**src/core/rtd_pkg.sv**
```systemverilog
// Shared constants and types for the beat-interval detector block.
// Assumes nothing beyond a SystemVerilog-2012 compiler.
package rtd_pkg;

    // Register addresses carried by the SPI command byte
    localparam logic [6:0]  ADDR_GAIN_CFG    = 7'h1D;
    localparam logic [6:0]  ADDR_TIMING_CFG  = 7'h1E;
    localparam logic [6:0]  ADDR_FIFO_BURST  = 7'h20;
    localparam logic [6:0]  ADDR_FIFO_SINGLE = 7'h21;
    localparam logic [6:0]  ADDR_INTERVAL    = 7'h25;

    // Reset values and writable-bit masks of the two config registers
    localparam logic [23:0] GAIN_CFG_RST     = 24'h3F2300;
    localparam logic [23:0] GAIN_CFG_MASK    = 24'hFFBF00;
    localparam logic [23:0] TIMING_CFG_RST   = 24'h202400;
    localparam logic [23:0] TIMING_CFG_MASK  = 24'h3F3700;

    // Field positions in the gain/threshold register
    localparam int unsigned AVG_WINDOW_WIDTH_LSB = 20;
    localparam int unsigned GAIN_LSB = 16;
    localparam int unsigned EN_BIT   = 15;
    localparam int unsigned PEAK_AVG_WEIGHT_LSB = 12;
    localparam int unsigned PEAK_THRESHOLD_SCALE_LSB = 8;
    // Field positions in the timing register
    localparam int unsigned MIN_HOLDOFF_LSB = 16;
    localparam int unsigned INTERVAL_AVG_WEIGHT_LSB = 12;
    localparam int unsigned HOLDOFF_SCALE_LSB = 8;

    // Window width base, in detector time units; the step of 2 per code is applied in rtd_core
    localparam logic [5:0]  WIN_BASE   = 6'h06;
    // Gain code that selects auto-scaling, and its behaviour
    localparam logic [3:0]  GAIN_AUTO  = 4'hF;
    localparam logic [3:0]  AUTO_SHIFT = 4'h4;
    localparam logic [23:0] AUTO_LOW   = 24'h001000;

    // Sample tags
    localparam logic [2:0]  TAG_VALID      = 3'h0;
    localparam logic [2:0]  TAG_FAST       = 3'h1;
    localparam logic [2:0]  TAG_VALID_LAST = 3'h2;
    localparam logic [2:0]  TAG_FAST_LAST  = 3'h3;
    localparam logic [2:0]  TAG_EMPTY      = 3'h6;
    localparam logic [2:0]  TAG_OVF        = 3'h7;

    // SPI frame: command edges, and the edge that ends each data word
    localparam logic [5:0]  CMD_EDGES      = 6'h08;
    localparam logic [5:0]  WORD_END_EDGE  = 6'h20;
    localparam logic [5:0]  NEXT_WORD_EDGE = 6'h09;

    // One stored ECG sample
    typedef struct packed {
        logic [17:0] voltage;
        logic [2:0]  tag;
        logic [2:0]  aux;
    } rtd_sample_t;

    // SPI transaction phase
    typedef enum logic [3:0] {
        SPI_CMD   = 4'b0001,
        SPI_READ  = 4'b0010,
        SPI_WRITE = 4'b0100,
        SPI_DONE  = 4'b1000
    } rtd_spi_state_t;

endpackage

```
**src/core/rtd_buf2.sv**
```systemverilog
// Two-entry buffer with valid/ready on both sides.
// Assumes both sides run on clk_sys.
`timescale 1ns/100ps
module rtd_buf2 #(
    parameter int WIDTH = 24
) (
    // Clock and reset
    input  logic             clk_sys,
    input  logic             rst_n,
    // Filling side
    input  logic             in_valid,
    output logic             in_ready,
    input  logic [WIDTH-1:0] in_data,
    // Draining side
    output logic             out_valid,
    input  logic             out_ready,
    output logic [WIDTH-1:0] out_data
);
    logic [WIDTH-1:0] mem [2];  // Storage
    logic             wp;        // Write slot
    logic             rp;        // Read slot
    logic [1:0]       cnt;       // Entries held
    logic [1:0]       next_cnt;  // Entries after this edge
    logic             push;      // Word taken in
    logic             pop;       // Word handed out

    assign push     = in_valid & in_ready;
    assign pop      = out_valid & out_ready;
    assign next_cnt = cnt + {1'b0, push} - {1'b0, pop};
    assign out_data = mem[rp];

    // Occupancy and registered handshake flags
    always_ff @(posedge clk_sys) begin
        if (!rst_n) begin
            cnt       <= 2'h0;
            in_ready  <= 1'b1;
            out_valid <= 1'b0;
            wp        <= 1'b0;
            rp        <= 1'b0;
        end else begin
            cnt       <= next_cnt;
            in_ready  <= next_cnt != 2'h2;
            out_valid <= next_cnt != 2'h0;
            if (push) wp <= ~wp;
            if (pop) rp <= ~rp;
        end
    end

    // Data slots, not reset
    always_ff @(posedge clk_sys) begin
        if (push) mem[wp] <= in_data;
    end
endmodule

```
**src/core/rtd_core.sv**
```systemverilog
// Beat-interval detector: config registers, detector, ECG sample FIFO, SPI.
// Assumes samples and an 8 ms detector tick arrive on clk_sys, and the
// SPI pins come from another clock domain.
`timescale 1ns/100ps
module rtd_core (
    // Clock and reset
    input  logic                clk_sys,
    input  logic                rst_n,
    // SPI pins
    input  logic                sclk,
    input  logic                csb_n,
    input  logic                sdi,
    output logic                sdo,
    output logic                sdo_oe,
    // Sample stream from the front end
    input  logic                sample_in_valid,
    output logic                sample_in_ready,
    input  rtd_pkg::rtd_sample_t sample_in,
    // Detector timing and channel state
    input  logic                detect_tick,
    input  logic                ecg_channel_enable,
    // FIFO control
    input  logic                fifo_reset_cmd,
    input  logic                resync_cmd,
    input  logic [4:0]          sample_fifo_irq_threshold,
    // Interrupt terms
    output logic                sample_fifo_irq,
    output logic                sample_fifo_overflow,
    output logic                beat_irq,
    input  logic                beat_irq_clear
);
    // Weighted running average, weight 2^(sel+1)
    function automatic logic [23:0] rtd_wavg(input logic [23:0] nw,
                                             input logic [23:0] avg,
                                             input logic [1:0]  sel);
        logic [28:0] acc;
        acc = ({5'h00, avg} << ({1'b0, sel} + 3'h1)) - {5'h00, avg} + {5'h00, nw};
        // Divide by the weight; the sum never needs more than 24 bits after it
        return 24'(acc >> ({1'b0, sel} + 3'h1));
    endfunction

    // Shift left by the gain code, saturating at 24 bits
    function automatic logic [23:0] rtd_gain(input logic [17:0] m,
                                             input logic [3:0]  s);
        logic [41:0] w;
        w = {24'h000000, m} << s;
        return (|w[41:24]) ? 24'hFFFFFF : w[23:0];
    endfunction

    // Pin synchronisers, [0] is the first stage
    logic [2:0]  sclk_sync;
    logic [2:0]  csb_sync;
    logic [2:0]  sdi_sync;
    logic        sclk_f;           // Agreed SCLK level
    logic        csb_f;            // Agreed chip-select level
    logic        next_sclk_f;
    logic        next_csb_f;
    logic        spi_rise;         // SCLK rising while selected
    logic        spi_fall;         // SCLK falling while selected
    logic        sdi_bit;          // Data bit at this edge
    // SPI transaction state
    rtd_pkg::rtd_spi_state_t state;
    logic [5:0]  edge_cnt;         // Rising edges so far in this word
    logic [5:0]  edge_no;          // Number of the edge now arriving
    logic        word_end;
    logic [7:0]  cmd_sr;
    logic [6:0]  addr;
    logic [23:0] wr_sr;
    logic [23:0] wr_data;
    logic [23:0] rd_sr;
    logic [23:0] read_word;
    logic        load_pending;     // Fetch the next read word
    logic        is_fifo_addr;
    logic        burst;
    logic        cfg_write;
    // Config registers
    logic [23:0] gain_cfg;
    logic [23:0] timing_cfg;
    // Sample FIFO
    rtd_pkg::rtd_sample_t mem [32];
    rtd_pkg::rtd_sample_t head;
    rtd_pkg::rtd_sample_t buf_data;
    logic [5:0]  wr_ptr;
    logic [5:0]  rd_ptr;
    logic [5:0]  fifo_count;
    logic [5:0]  thr_n;
    logic        fifo_full;
    logic        fifo_empty;
    logic        fifo_clear;
    logic        fifo_pop;
    logic        fifo_accept;
    logic        fifo_push;
    logic        fifo_push_full;
    logic        buf_out_valid;
    logic        buf_out_ready;
    logic [2:0]  head_tag;
    // Detector
    logic        det_on;
    logic        det_sample;
    logic [17:0] mag;
    logic [3:0]  gain_code;
    logic [3:0]  gain_shift;
    logic [23:0] scaled;
    logic [31:0] win_acc;
    logic [5:0]  win_ticks;
    logic [5:0]  win_len;
    logic        win_close;
    logic [23:0] feature;
    logic [23:0] peak_avg;
    logic [28:0] thr_prod;
    logic [13:0] interval_cnt;
    logic [13:0] interval_avg;
    logic [23:0] next_interval_avg;
    logic [16:0] dyn_prod;
    logic [13:0] holdoff;
    logic [13:0] beat_interval;
    logic        beat;

    // Three-stage capture; a level counts once stages two and three agree
    assign next_sclk_f = (sclk_sync[1] == sclk_sync[2]) ? sclk_sync[2] : sclk_f;
    assign next_csb_f  = (csb_sync[1] == csb_sync[2]) ? csb_sync[2] : csb_f;
    assign spi_rise    = next_sclk_f & ~sclk_f & ~csb_f;
    assign spi_fall    = ~next_sclk_f & sclk_f & ~csb_f;
    assign sdi_bit     = sdi_sync[2];

    always_ff @(posedge clk_sys) begin
        if (!rst_n) begin
            sclk_sync <= 3'h0;
            csb_sync  <= 3'h7;
            sdi_sync  <= 3'h0;
            sclk_f    <= 1'b0;
            csb_f     <= 1'b1;
        end else begin
            sclk_sync <= {sclk_sync[1:0], sclk};
            csb_sync  <= {csb_sync[1:0], csb_n};
            sdi_sync  <= {sdi_sync[1:0], sdi};
            sclk_f    <= next_sclk_f;
            csb_f     <= next_csb_f;
        end
    end

    // Edge numbering: after edge 32 a burst word restarts at edge 9
    assign edge_no      = (edge_cnt == rtd_pkg::WORD_END_EDGE) ? rtd_pkg::NEXT_WORD_EDGE
                                                                : edge_cnt + 6'h01;
    assign word_end     = edge_no == rtd_pkg::WORD_END_EDGE;
    assign wr_data      = {wr_sr[22:0], sdi_bit};
    assign is_fifo_addr = (addr == rtd_pkg::ADDR_FIFO_BURST) |
                          (addr == rtd_pkg::ADDR_FIFO_SINGLE);
    assign burst        = addr == rtd_pkg::ADDR_FIFO_BURST;
    assign cfg_write    = spi_rise & (state == rtd_pkg::SPI_WRITE) & word_end;

    // SPI transaction sequencer
    always_ff @(posedge clk_sys) begin
        if (!rst_n) begin
            state        <= rtd_pkg::SPI_CMD;
            edge_cnt     <= 6'h00;
            cmd_sr       <= 8'h00;
            addr         <= 7'h00;
            wr_sr        <= 24'h000000;
            load_pending <= 1'b0;
        end else if (csb_f) begin
            // Deselected: wait for the next command
            state        <= rtd_pkg::SPI_CMD;
            edge_cnt     <= 6'h00;
            load_pending <= 1'b0;
        end else begin
            load_pending <= 1'b0;
            if (spi_rise) begin
                edge_cnt <= edge_no;
                case (state)
                    // Command byte: address then read flag
                    rtd_pkg::SPI_CMD: begin
                        cmd_sr <= {cmd_sr[6:0], sdi_bit};
                        if (edge_no == rtd_pkg::CMD_EDGES) begin
                            addr         <= cmd_sr[6:0];
                            state        <= sdi_bit ? rtd_pkg::SPI_READ : rtd_pkg::SPI_WRITE;
                            load_pending <= sdi_bit;
                        end
                    end
                    // burst continues, single ends after edge 32
                    rtd_pkg::SPI_READ: begin
                        if (word_end) begin
                            state        <= burst ? rtd_pkg::SPI_READ : rtd_pkg::SPI_DONE;
                            load_pending <= burst;
                        end
                    end
                    // Write data collects until edge 32
                    rtd_pkg::SPI_WRITE: begin
                        wr_sr <= wr_data;
                        if (word_end) state <= rtd_pkg::SPI_DONE;
                    end
                    // Extra clocks are ignored until deselect
                    rtd_pkg::SPI_DONE: begin
                    end
                    default: state <= rtd_pkg::SPI_CMD;
                endcase
            end
        end
    end

    // tag from FIFO state: overflow, empty, last, or stored tag bit 0 only
    assign head     = mem[rd_ptr[4:0]];
    assign head_tag = sample_fifo_overflow ? rtd_pkg::TAG_OVF :
                      fifo_empty ? rtd_pkg::TAG_EMPTY :
                      (fifo_count == 6'h01) ? {2'h1, head.tag[0]} : {2'h0, head.tag[0]};

    assign read_word = is_fifo_addr ? {head.voltage, head_tag, head.aux} :
        (addr == rtd_pkg::ADDR_GAIN_CFG)   ? gain_cfg :
        (addr == rtd_pkg::ADDR_TIMING_CFG) ? timing_cfg :
        (addr == rtd_pkg::ADDR_INTERVAL)   ? {beat_interval, 10'h000} : 24'h000000;

    // Read shifter: load after a read command or a burst word end, shift on falling SCLK
    always_ff @(posedge clk_sys) begin
        if (!rst_n) begin
            rd_sr  <= 24'h000000;
            sdo    <= 1'b0;
            sdo_oe <= 1'b0;
        end else begin
            sdo_oe <= ~csb_f;
            if (load_pending) begin
                rd_sr <= read_word;
            end else if (spi_fall && state == rtd_pkg::SPI_READ) begin
                sdo   <= rd_sr[23];
                rd_sr <= {rd_sr[22:0], 1'b0};
            end
        end
    end

    // Config registers
    always_ff @(posedge clk_sys) begin
        if (!rst_n) begin
            gain_cfg   <= rtd_pkg::GAIN_CFG_RST;
            timing_cfg <= rtd_pkg::TIMING_CFG_RST;
        end else if (cfg_write && addr == rtd_pkg::ADDR_GAIN_CFG) begin
            gain_cfg   <= wr_data & rtd_pkg::GAIN_CFG_MASK;
        end else if (cfg_write && addr == rtd_pkg::ADDR_TIMING_CFG) begin
            timing_cfg <= wr_data & rtd_pkg::TIMING_CFG_MASK;
        end
    end

    // Sample buffer in front of the FIFO; stalls while the read pointer moves
    rtd_buf2 #(.WIDTH(24)) u_buf (
        .clk_sys   (clk_sys),
        .rst_n     (rst_n),
        .in_valid  (sample_in_valid),
        .in_ready  (sample_in_ready),
        .in_data   (sample_in),
        .out_valid (buf_out_valid),
        .out_ready (buf_out_ready),
        .out_data  (buf_data)
    );

    // FIFO bookkeeping
    assign fifo_count     = wr_ptr - rd_ptr;
    assign fifo_full      = fifo_count == 6'h20;
    assign fifo_empty     = fifo_count == 6'h00;
    assign fifo_clear     = fifo_reset_cmd | resync_cmd;
    assign buf_out_ready  = ~fifo_pop & ~fifo_clear;
    assign fifo_accept    = buf_out_valid & buf_out_ready;
    assign fifo_push      = fifo_accept & ~fifo_full;
    assign fifo_push_full = fifo_accept & fifo_full;
    assign thr_n          = {1'b0, sample_fifo_irq_threshold} + 6'h01;
    // pointer moves only past an unread, uncorrupted sample
    assign fifo_pop = spi_rise & (state == rtd_pkg::SPI_READ) & word_end &
                      is_fifo_addr & ~fifo_empty & ~sample_fifo_overflow;

    // pointers, overflow flag, clear by host command
    always_ff @(posedge clk_sys) begin
        if (!rst_n || fifo_clear) begin
            wr_ptr               <= 6'h00;
            rd_ptr               <= 6'h00;
            sample_fifo_overflow <= 1'b0;
            sample_fifo_irq      <= 1'b0;
        end else begin
            if (fifo_push) wr_ptr <= wr_ptr + 6'h01;
            if (fifo_push_full) sample_fifo_overflow <= 1'b1;
            // advance at the word's last edge
            if (fifo_pop) rd_ptr <= rd_ptr + 6'h01;
            sample_fifo_irq <= fifo_count >= thr_n;
        end
    end

    // Sample storage, not reset
    always_ff @(posedge clk_sys) begin
        if (fifo_push) mem[wr_ptr[4:0]] <= buf_data;
    end

    assign det_on     = gain_cfg[rtd_pkg::EN_BIT] & ecg_channel_enable;
    assign det_sample = fifo_accept & det_on;
    assign mag        = buf_data.voltage[17] ? 18'(-buf_data.voltage) : buf_data.voltage;
    // gain 2^code, auto-scale boosts small peaks
    assign gain_code  = gain_cfg[rtd_pkg::GAIN_LSB +: 4];
    assign gain_shift = (gain_code != rtd_pkg::GAIN_AUTO) ? gain_code :
                        (peak_avg < rtd_pkg::AUTO_LOW) ? rtd_pkg::AUTO_SHIFT : 4'h0;
    assign scaled     = rtd_gain(mag, gain_shift);
    assign win_len    = rtd_pkg::WIN_BASE + {1'b0, gain_cfg[rtd_pkg::AVG_WINDOW_WIDTH_LSB +: 4], 1'b0};
    assign win_close  = det_on & detect_tick & (win_ticks + 6'h01 == win_len);
    assign feature    = (|win_acc[31:28]) ? 24'hFFFFFF : win_acc[27:4];
    assign thr_prod   = {5'h00, peak_avg} *
                        {24'h000000, {1'b0, gain_cfg[rtd_pkg::PEAK_THRESHOLD_SCALE_LSB +: 4]} + 5'h01};
    // dynamic part, zero when code is 000
    assign dyn_prod   = {3'h0, interval_avg} * {14'h0000, timing_cfg[rtd_pkg::HOLDOFF_SCALE_LSB +: 3]};
    // larger of static and dynamic hold-off
    assign holdoff    = ({8'h00, timing_cfg[rtd_pkg::MIN_HOLDOFF_LSB +: 6]} > dyn_prod[16:3]) ?
                        {8'h00, timing_cfg[rtd_pkg::MIN_HOLDOFF_LSB +: 6]} : dyn_prod[16:3];
    assign beat       = win_close & ({1'b0, feature} > thr_prod[28:4]) & (interval_cnt >= holdoff);
    assign next_interval_avg = rtd_wavg({10'h000, interval_cnt}, {10'h000, interval_avg},
                                        timing_cfg[rtd_pkg::INTERVAL_AVG_WEIGHT_LSB +: 2]);

    // Window integration and interval timing
    always_ff @(posedge clk_sys) begin
        if (!rst_n || !det_on) begin
            win_acc      <= 32'h00000000;
            win_ticks    <= 6'h00;
            interval_cnt <= 14'h0000;
        end else begin
            if (win_close) begin
                win_acc   <= 32'h00000000;
                win_ticks <= 6'h00;
            end else begin
                if (det_sample) win_acc <= win_acc + {8'h00, scaled};
                if (detect_tick) win_ticks <= win_ticks + 6'h01;
            end
            if (beat) interval_cnt <= 14'h0000;
            else if (detect_tick && interval_cnt != 14'h3FFF) interval_cnt <= interval_cnt + 14'h0001;
        end
    end

    // results and beat interrupt; a new beat wins over a clear
    always_ff @(posedge clk_sys) begin
        if (!rst_n) begin
            beat_interval <= 14'h0000;
            interval_avg  <= 14'h0000;
            peak_avg      <= 24'h000000;
            beat_irq      <= 1'b0;
        end else if (beat) begin
            beat_interval <= interval_cnt;
            interval_avg  <= next_interval_avg[13:0];
            peak_avg      <= rtd_wavg(feature, peak_avg, gain_cfg[rtd_pkg::PEAK_AVG_WEIGHT_LSB +: 2]);
            beat_irq      <= 1'b1;
        end else if (beat_irq_clear) begin
            beat_irq      <= 1'b0;
        end
    end
endmodule

```
**config.mk**
```make
export PLATFORM = sky130hd
export DESIGN_NAME = rtd_core
export DESIGN_NICKNAME = d
export VERILOG_FILES = /design/src/core/rtd_pkg.sv /design/src/core/rtd_buf2.sv /design/src/core/rtd_core.sv
export SDC_FILE = /design/constraint.sdc
export NUM_CORES = 2
export LEC_CHECK = 0
export ABC_AREA = 1
export BUFFER_PORTS_ARGS = -buffer_cell sky130_fd_sc_hd__clkbuf_2
export CORE_MARGIN = 8
export CORE_UTILIZATION = 45
export DETAILED_ROUTE_END_ITERATION = 8
export SETUP_SLACK_MARGIN = 0.5
export SYNTH_ARGS = -nofsm -noshare
export SYNTH_HDL_FRONTEND = slang
export SYNTH_SLANG_ARGS = --single-unit
```
**constraint.sdc**
```tcl
create_clock -name clk_sys -period 18.7 [get_ports clk_sys]
set_input_delay 2.805 -clock clk_sys [delete_from_list [all_inputs] [get_ports clk_sys]]
set_output_delay 2.805 -clock clk_sys [all_outputs]
set_load 0.01 [all_outputs]
```
* After elaboration in Yosys (flattened, before gate mapping)
Memory sizes are Yosys's and may differ from the RTL's. A register that Yosys moved wholly into a read port is not among the register bits. Index checks and enable logic that the tools add are counted.
Storage, ports and cells: register bits 236, memory bits (writable) 816, input bits 40, output and inout port bits 6, word-level logic and storage cells 187, memories 2
Cells by class: add/sub/neg operators 19, multiply operators 2, $lt $le $gt $ge 5, equality and inequality tests 23, shift operators 5, muxes and demuxes 36, bitwise gates (word level) 39, reduce and logical (&&, ||, !) cells 24
Memory list:
- mem | depth 32, width 24, read ports 1, clocked after memory_dff 1, wr ports 1, line rtd_core.sv:80 | rtd_pkg::rtd_sample_t mem [32];
- u_buf.mem | depth 2, width 24, read ports 1, clocked after memory_dff 1, wr ports 1, line rtd_buf2.sv:19 | logic [WIDTH-1:0] mem [2];
Operators with widths (number):
- $mux W24 | 8
- $shl A18 B4 Y42 | 1
- $add A32 B24 Y32 | 1
- $add A29 B14 Y29 | 1
- $add A29 B24 Y29 | 1
- $mul A24 B5 Y29 | 1
- $shl A14 B3 Y29 | 1
- $shl A24 B3 Y29 | 1
- $shr A29 B3 Y14 | 1
- $shr A29 B3 Y24 | 1
- $sub A29 B14 Y29 | 1
- $sub A29 B24 Y29 | 1
- $gt A24 B25 Y1 | 1
- $add A6 B1 Y6 const B | 4
- $lt A24 B13 Y1 const B | 1
- $and A1 B1 Y1 | 22
- $eq A7 B6 Y1 const B | 3
- $mux W4 | 5
- $eq A6 B6 Y1 const B | 3
- $mux W18 | 1
- $neg A18 Y18 | 1
- $reduce_or A18 Y1 | 1
- $mul A14 B3 Y17 | 1
- $pmux W4 S4 | 1
- other kinds (44) | 90

* Logic depth before layout (Yosys ltp)
depth after elaboration 15, gate-level depth with buffers 41

* Modules after synthesis
Synthesis repeated with hierarchy kept, for this count alone.
Second synthesis, totals: cell total of the unflattened synthesis 6164, area, all modules 54903.9 um^2
Modules (own cells, without submodules):
- rtd_core | times used 1, cells an instance 6048, area each 52778.1 um^2, sequential area each 25844.8 um^2
- rtd_buf2 | times used 1, cells an instance 116, area each 2125.8 um^2, sequential area each 1581.5 um^2

* Worst setup path before layout
No wires, ideal clock.
path type register -> register, start reg gain_cfg[8], end reg beat_irq, library setup time 0.132 ns, arrival time 6.011 ns, path slack 12.557 ns, stages on the path, launching flop included 34, buffers on the path 3, cells stage by stage dfxtp_1 -> inv_1 -> nor3_1 -> xor2_1 -> clkinv_1 -> clkbuf_1 -> nor2_1 -> fa_1 -> fa_1 -> inv_1 -> fa_1 -> inv_1 -> ha_1 -> nand2_1 -> nor2_1 -> inv_1 -> o221ai_1 -> a21oi_1 -> o21ai_0 -> a21oi_1 -> xor2_1 -> ha_1 -> a21oi_1 -> nor2_1 -> a211oi_1 -> nand2_1 -> nand2_1 -> nand2_1 -> nand2_1 -> nand2_1 -> nand2_2 -> buf_6 -> buf_2 -> a21oi_1
On the way: word-level cells in the longest chain between the ends 6
RTL lines:
- from (decl) | line rtd_core.sv:77 | logic [23:0] gain_cfg;
- from (signal assigned) | line rtd_core.sv:232 | gain_cfg <= rtd_pkg::GAIN_CFG_RST;
- from (signal assigned) | line rtd_core.sv:235 | gain_cfg <= wr_data & rtd_pkg::GAIN_CFG_MASK;
- $add A4 B1 Y5 (*) | line rtd_core.sv:300 | {24'h000000, {1'b0, gain_cfg[rtd_pkg::PEAK_THRESHOLD_SCALE_LSB +: 4]} + 5'h01};
- $mul A24 B5 Y29 (*) | line rtd_core.sv:299 | assign thr_prod = {5'h00, peak_avg} *
- $gt A24 B25 Y1 (*) | line rtd_core.sv:306 | assign beat = win_close & ({1'b0, feature} > thr_prod[28:4]) & (interval_cnt >= holdoff);
- $and A1 B1 Y1 (*) (2 in a row) | line rtd_core.sv:306
- $mux W1 / $reduce_bool A2 Y1 (equally long branches)
- to (signal assigned) | line rtd_core.sv:335 | beat_irq <= 1'b0;
- to (signal assigned) | line rtd_core.sv:340 | beat_irq <= 1'b1;
- to (signal assigned) | line rtd_core.sv:342 | beat_irq <= 1'b0;
- to (decl) | line rtd_core.sv:29 | output logic beat_irq,
Mark *: on every way between the ends. The rest lies on a longest branch, timed or not. A chain may end at the register's enable or synchronous reset.

* Final worst setup path
start reg gain_cfg[8], end reg interval_cnt[2]
On the way: word-level cells in the longest chain between the ends 6
RTL lines:
- $add A4 B1 Y5 | line rtd_core.sv:300
- $mul A24 B5 Y29 | line rtd_core.sv:299
- $gt A24 B25 Y1 | line rtd_core.sv:306
- $and A1 B1 Y1 (2 in a row) | line rtd_core.sv:306
- $reduce_or A2 Y1 (no line)
- to (signal assigned) | line rtd_core.sv:325 | else if (detect_tick && interval_cnt != 14'h3FFF) interval_cnt <= interval_cnt + 14'h0001;
- to (decl) | line rtd_core.sv:111 | logic [13:0] interval_cnt;
No other way between the ends.

==> results by group <==
Setup path
  – Critical Path Start Type: register
  – Slowest-stage cell, CP: dfxtp_1
  – Most frequent cell on the critical path: nand2_1
  – CP Data Required Time: 19.27 ns
  – Crit path max fanout: 47
  – Crit path DAT: 10.18 ns
  – Crit end category: register
  – Worst setup path class: register to register
  – Worst stage delay on the critical path: 0.72 ns

Timing
  – Slew @ Worst Pin: 1.269 ns
  – Fin. Hold Viols: 0
  – Sum Neg Setup Slack: 0 ns
  – Peak Freq: 104.0 MHz
  – Slew Limit Fails: 0
  – Fin crit period: between 9 and 10 ns
  – Post-route clock skew: 0.04245 ns
  – Final setup viols: 0
  – Fin crit share: 0.5141
  – Slew headroom: 0.1517
  – Worst hold slack: 0.4142 ns
  – RSZ-0062 raised after global routing: false

Logic synthesis
  – Avg Inst Size Synth: between 8 and 9 um2
  – Synthesized area: 0.05462 mm2
  – Post-synth EDFFs: around 750
  – Main flop type after synthesis: edfxtp_1
  – Share of the synthesized area in the top cell type: 0.4113
  – Synth Instances: 6075
  – Register area share after synthesis: 0.5000
  – FF+latch count, synth: 990
  – Synth area leaders: edfxtp_1 (41%), dfxtp_1 (8.9%), nand2_1 (6.8%)
  – Synth Net Count: 6423
  – Count of unique library cells instantiated by Yosys: 61
  – Yosys top cell by area: edfxtp_1
  – Total number of yosys warnings: 0
  – Async SR Flop Fraction: 0

Layout
  – Nets@finish: 6368
  – Syn-to-layout area delta: 9.370%
  – Final Instance Area: 0.05973 mm2
  – Share of layout cells above drive strength 1: 0.07145
  – Layout fillers: 11480

Pwr
  – Post-layout total power: 0.004937 W
  – VDD IR-drop max: just over 0.09 mV
  – Pwr/cell area: ~83 mW/mm2
  – LEAKAGE: 23.85 nW

Global route
  – Initial antenna violation count: 6
  – Number of global-route vias before repair: 41390
  – Global-route wire length before repair: about 240000 um
  – All-Layer GR Usage: 0.2307
  – Congestion Overflow GR: 0
  – Pin count of the biggest net entering global routing: 188

CTS
  – Hold_buf cts: 0
  – Post-CTS setup buffers: 0
  – Clock root buffer: clkbuf_16
  – H-Tree Depth: 3
  – Worst-path clk slew: 0.06 ns
  – CTS Sinks: 990
  – Post-CTS sizing: 0
  – TritonCTS clock tree: built
  – Worst skew pair latency: 0.69 ns
  – Total CTS buffers: 102
  – Clock Tree Buf Depth: 3

Run
  – Maxcap violations: 0

Die
  – Die Y: 364.4 um
  – Io pins: 46
  – # rows: approximately 130
  – Die area: 0.1328 mm2
  – Starting density of the core: 0.4511
  – Chip width: 364.4 um
  – Core Region: 0.1211 mm2

Place
  – Placer Congestion: 0.9196
  – # port buffers: 43
  – Placed Area: 0.05644 mm2
  – DP HPWL: between 100000 and 150000 um

Drt
  – Vias per Instance: approximately 5.6
  – Post-route ant nets: 0
  – Routed WL per cell: 20.32 um
  – Initial DRC count: between 4000 and 5000
  – Routed WL: 157100 um
  – DRT Pass-1 Iters: 5
  – Via count: 43230
  – Residual DRC: 0

Status
  – Status: finished, final reports clean

Hold path
  – Hold WC Path Type: register to register
-- per-stage QoR --
step	utilization	worst slack [ns]	cells
after CTS	0.4933	9.159	7727
final	0.4934	9.087	7731
after floorplan	-	12.56	6075
after detailed placement	0.4661	9.233	7541
after global routing	0.4933	8.477	7727
after global placement	0.4661	9.156	7541
-- cells by family after synthesis --
| logic type | share of synthesized area |
|---|---|
| flops | 0.5000 |
| fa+ha+maj | 0.08678 |
| compound gates | 0.1383 |
| simple gates | 0.1902 |
| xor+xnor | 0.01924 |
| buf+inv | 0.06444 |
| mux | 0.001100 |
-- synth_stat cells (12+ instances only) --
master,n
or2_2,19
buf_1,27
nand4_1,70
nand2_2,23
xnor2_1,43
nand3_1,407
a21oi_1,310
nand2_1,996
o21ai_0,646
o22ai_1,65
a211oi_1,19
clkbuf_1,215
nor3_1,47
ha_1,190
nand3_2,27
a31oi_1,23
o21bai_1,14
edfxtp_1,748
fa_1,118
o21a_1,15
inv_1,583
o211ai_1,34
a221oi_1,16
o221ai_1,95
nor2_1,804
a21o_1,19
clkinv_1,12
dfxtp_1,242
buf_2,30
xor2_1,77
inv_2,14
-- worst max-delay path: cells and delay by family, from the launching register on --
family	cells	cell delay, ns
adder cells (fa/ha/maj)	5	2.17
AO/OA/AOI/OAI	7	1.38
XOR/XNOR	2	0.37
AND/OR/NAND/NOR	13	2.98
buffers and inverters	6	1.84
flip-flops	1	0.72
-- metal layers --
metal  global-route usage  share of wire
met1               0.3141           0.44
met2               0.3772           0.46
met3              0.03790          0.069
met4              0.07351          0.029
met5                    0              0
-- area by class of cell --
cell class / count / area (um2) / share of cell area
Antenna cell: 4 / 10.01 / 0.0001676
Multi-Input combinational cell: 4188 / 23910 / 0.4002
Tap cell: 1625 / 2033 / 0.03404
Sequential cell: 990 / 27320 / 0.4574
Clock buffer: 129 / 2758 / 0.04616
Clock inverter: 57 / 531.8 / 0.008902
Timing Repair Buffer: 128 / 868.3 / 0.01454
Inverter: 610 / 2307 / 0.03862
-- report_power, final --
group	total, W	leakage, nW	switching, W	internal, W
Sequential	0.00249	8.70	0.00000654	0.00248
Combinational	0.000428	13.5	0.000324	0.000103
Clock	0.00202	1.61	0.000881	0.00114
Total	0.00494	23.8	0.00121	0.00373
-- cells in the final DEF (no fill, tap or decap), types with 9 or more instances in the layout --
cell,n
a211oi_1,19
a21o_1,19
a21oi_1,310
a221oi_1,16
a31oi_1,23
buf_4,85
clkbuf_1,20
clkbuf_16,105
clkbuf_2,42
clkinv_1,35
clkinv_2,19
dfxtp_1,236
edfxtp_1,748
fa_1,118
ha_1,190
inv_1,580
inv_2,15
nand2_1,996
nand2_2,23
nand2_4,10
nand3_1,407
nand3_2,27
nand3b_1,9
nand4_1,70
nor2_1,769
nor2_2,38
nor3_1,47
o211ai_1,34
o21a_1,15
o21ai_0,644
o21ai_2,9
o21bai_1,14
o221ai_1,95
o22ai_1,65
o31ai_1,9
or2_2,19
xnor2_1,43
xor2_1,77
-- worst paths after layout --
kind                            slack (ns)         endpoint         from  cells after the start
worst min-delay path                  0.41      sdi_sync[1]  sdi_sync[0]                      2
worst max-delay path                  9.09  interval_cnt[2]  gain_cfg[8]                     33
worst max register to register        9.09  interval_cnt[2]  gain_cfg[8]                     33
worst min register to register        0.41      sdi_sync[1]  sdi_sync[0]                      2
-- sequential cells by signal (all words and copies together), names as in the netlist, 4 cells and up, named ones only --
name and cells:
interval_avg 14, wr_ptr 6, wr_sr 23, mem 704, cmd_sr 7, gain_cfg 15, win_ticks 6, win_acc 32
addr 7, timing_cfg 11, interval_cnt 14, rd_sr 24, rd_ptr 6, u_buf.mem 44, beat_interval 14, edge_cnt 6
state 4, peak_avg 24
(Power assumes the default switching activity.)
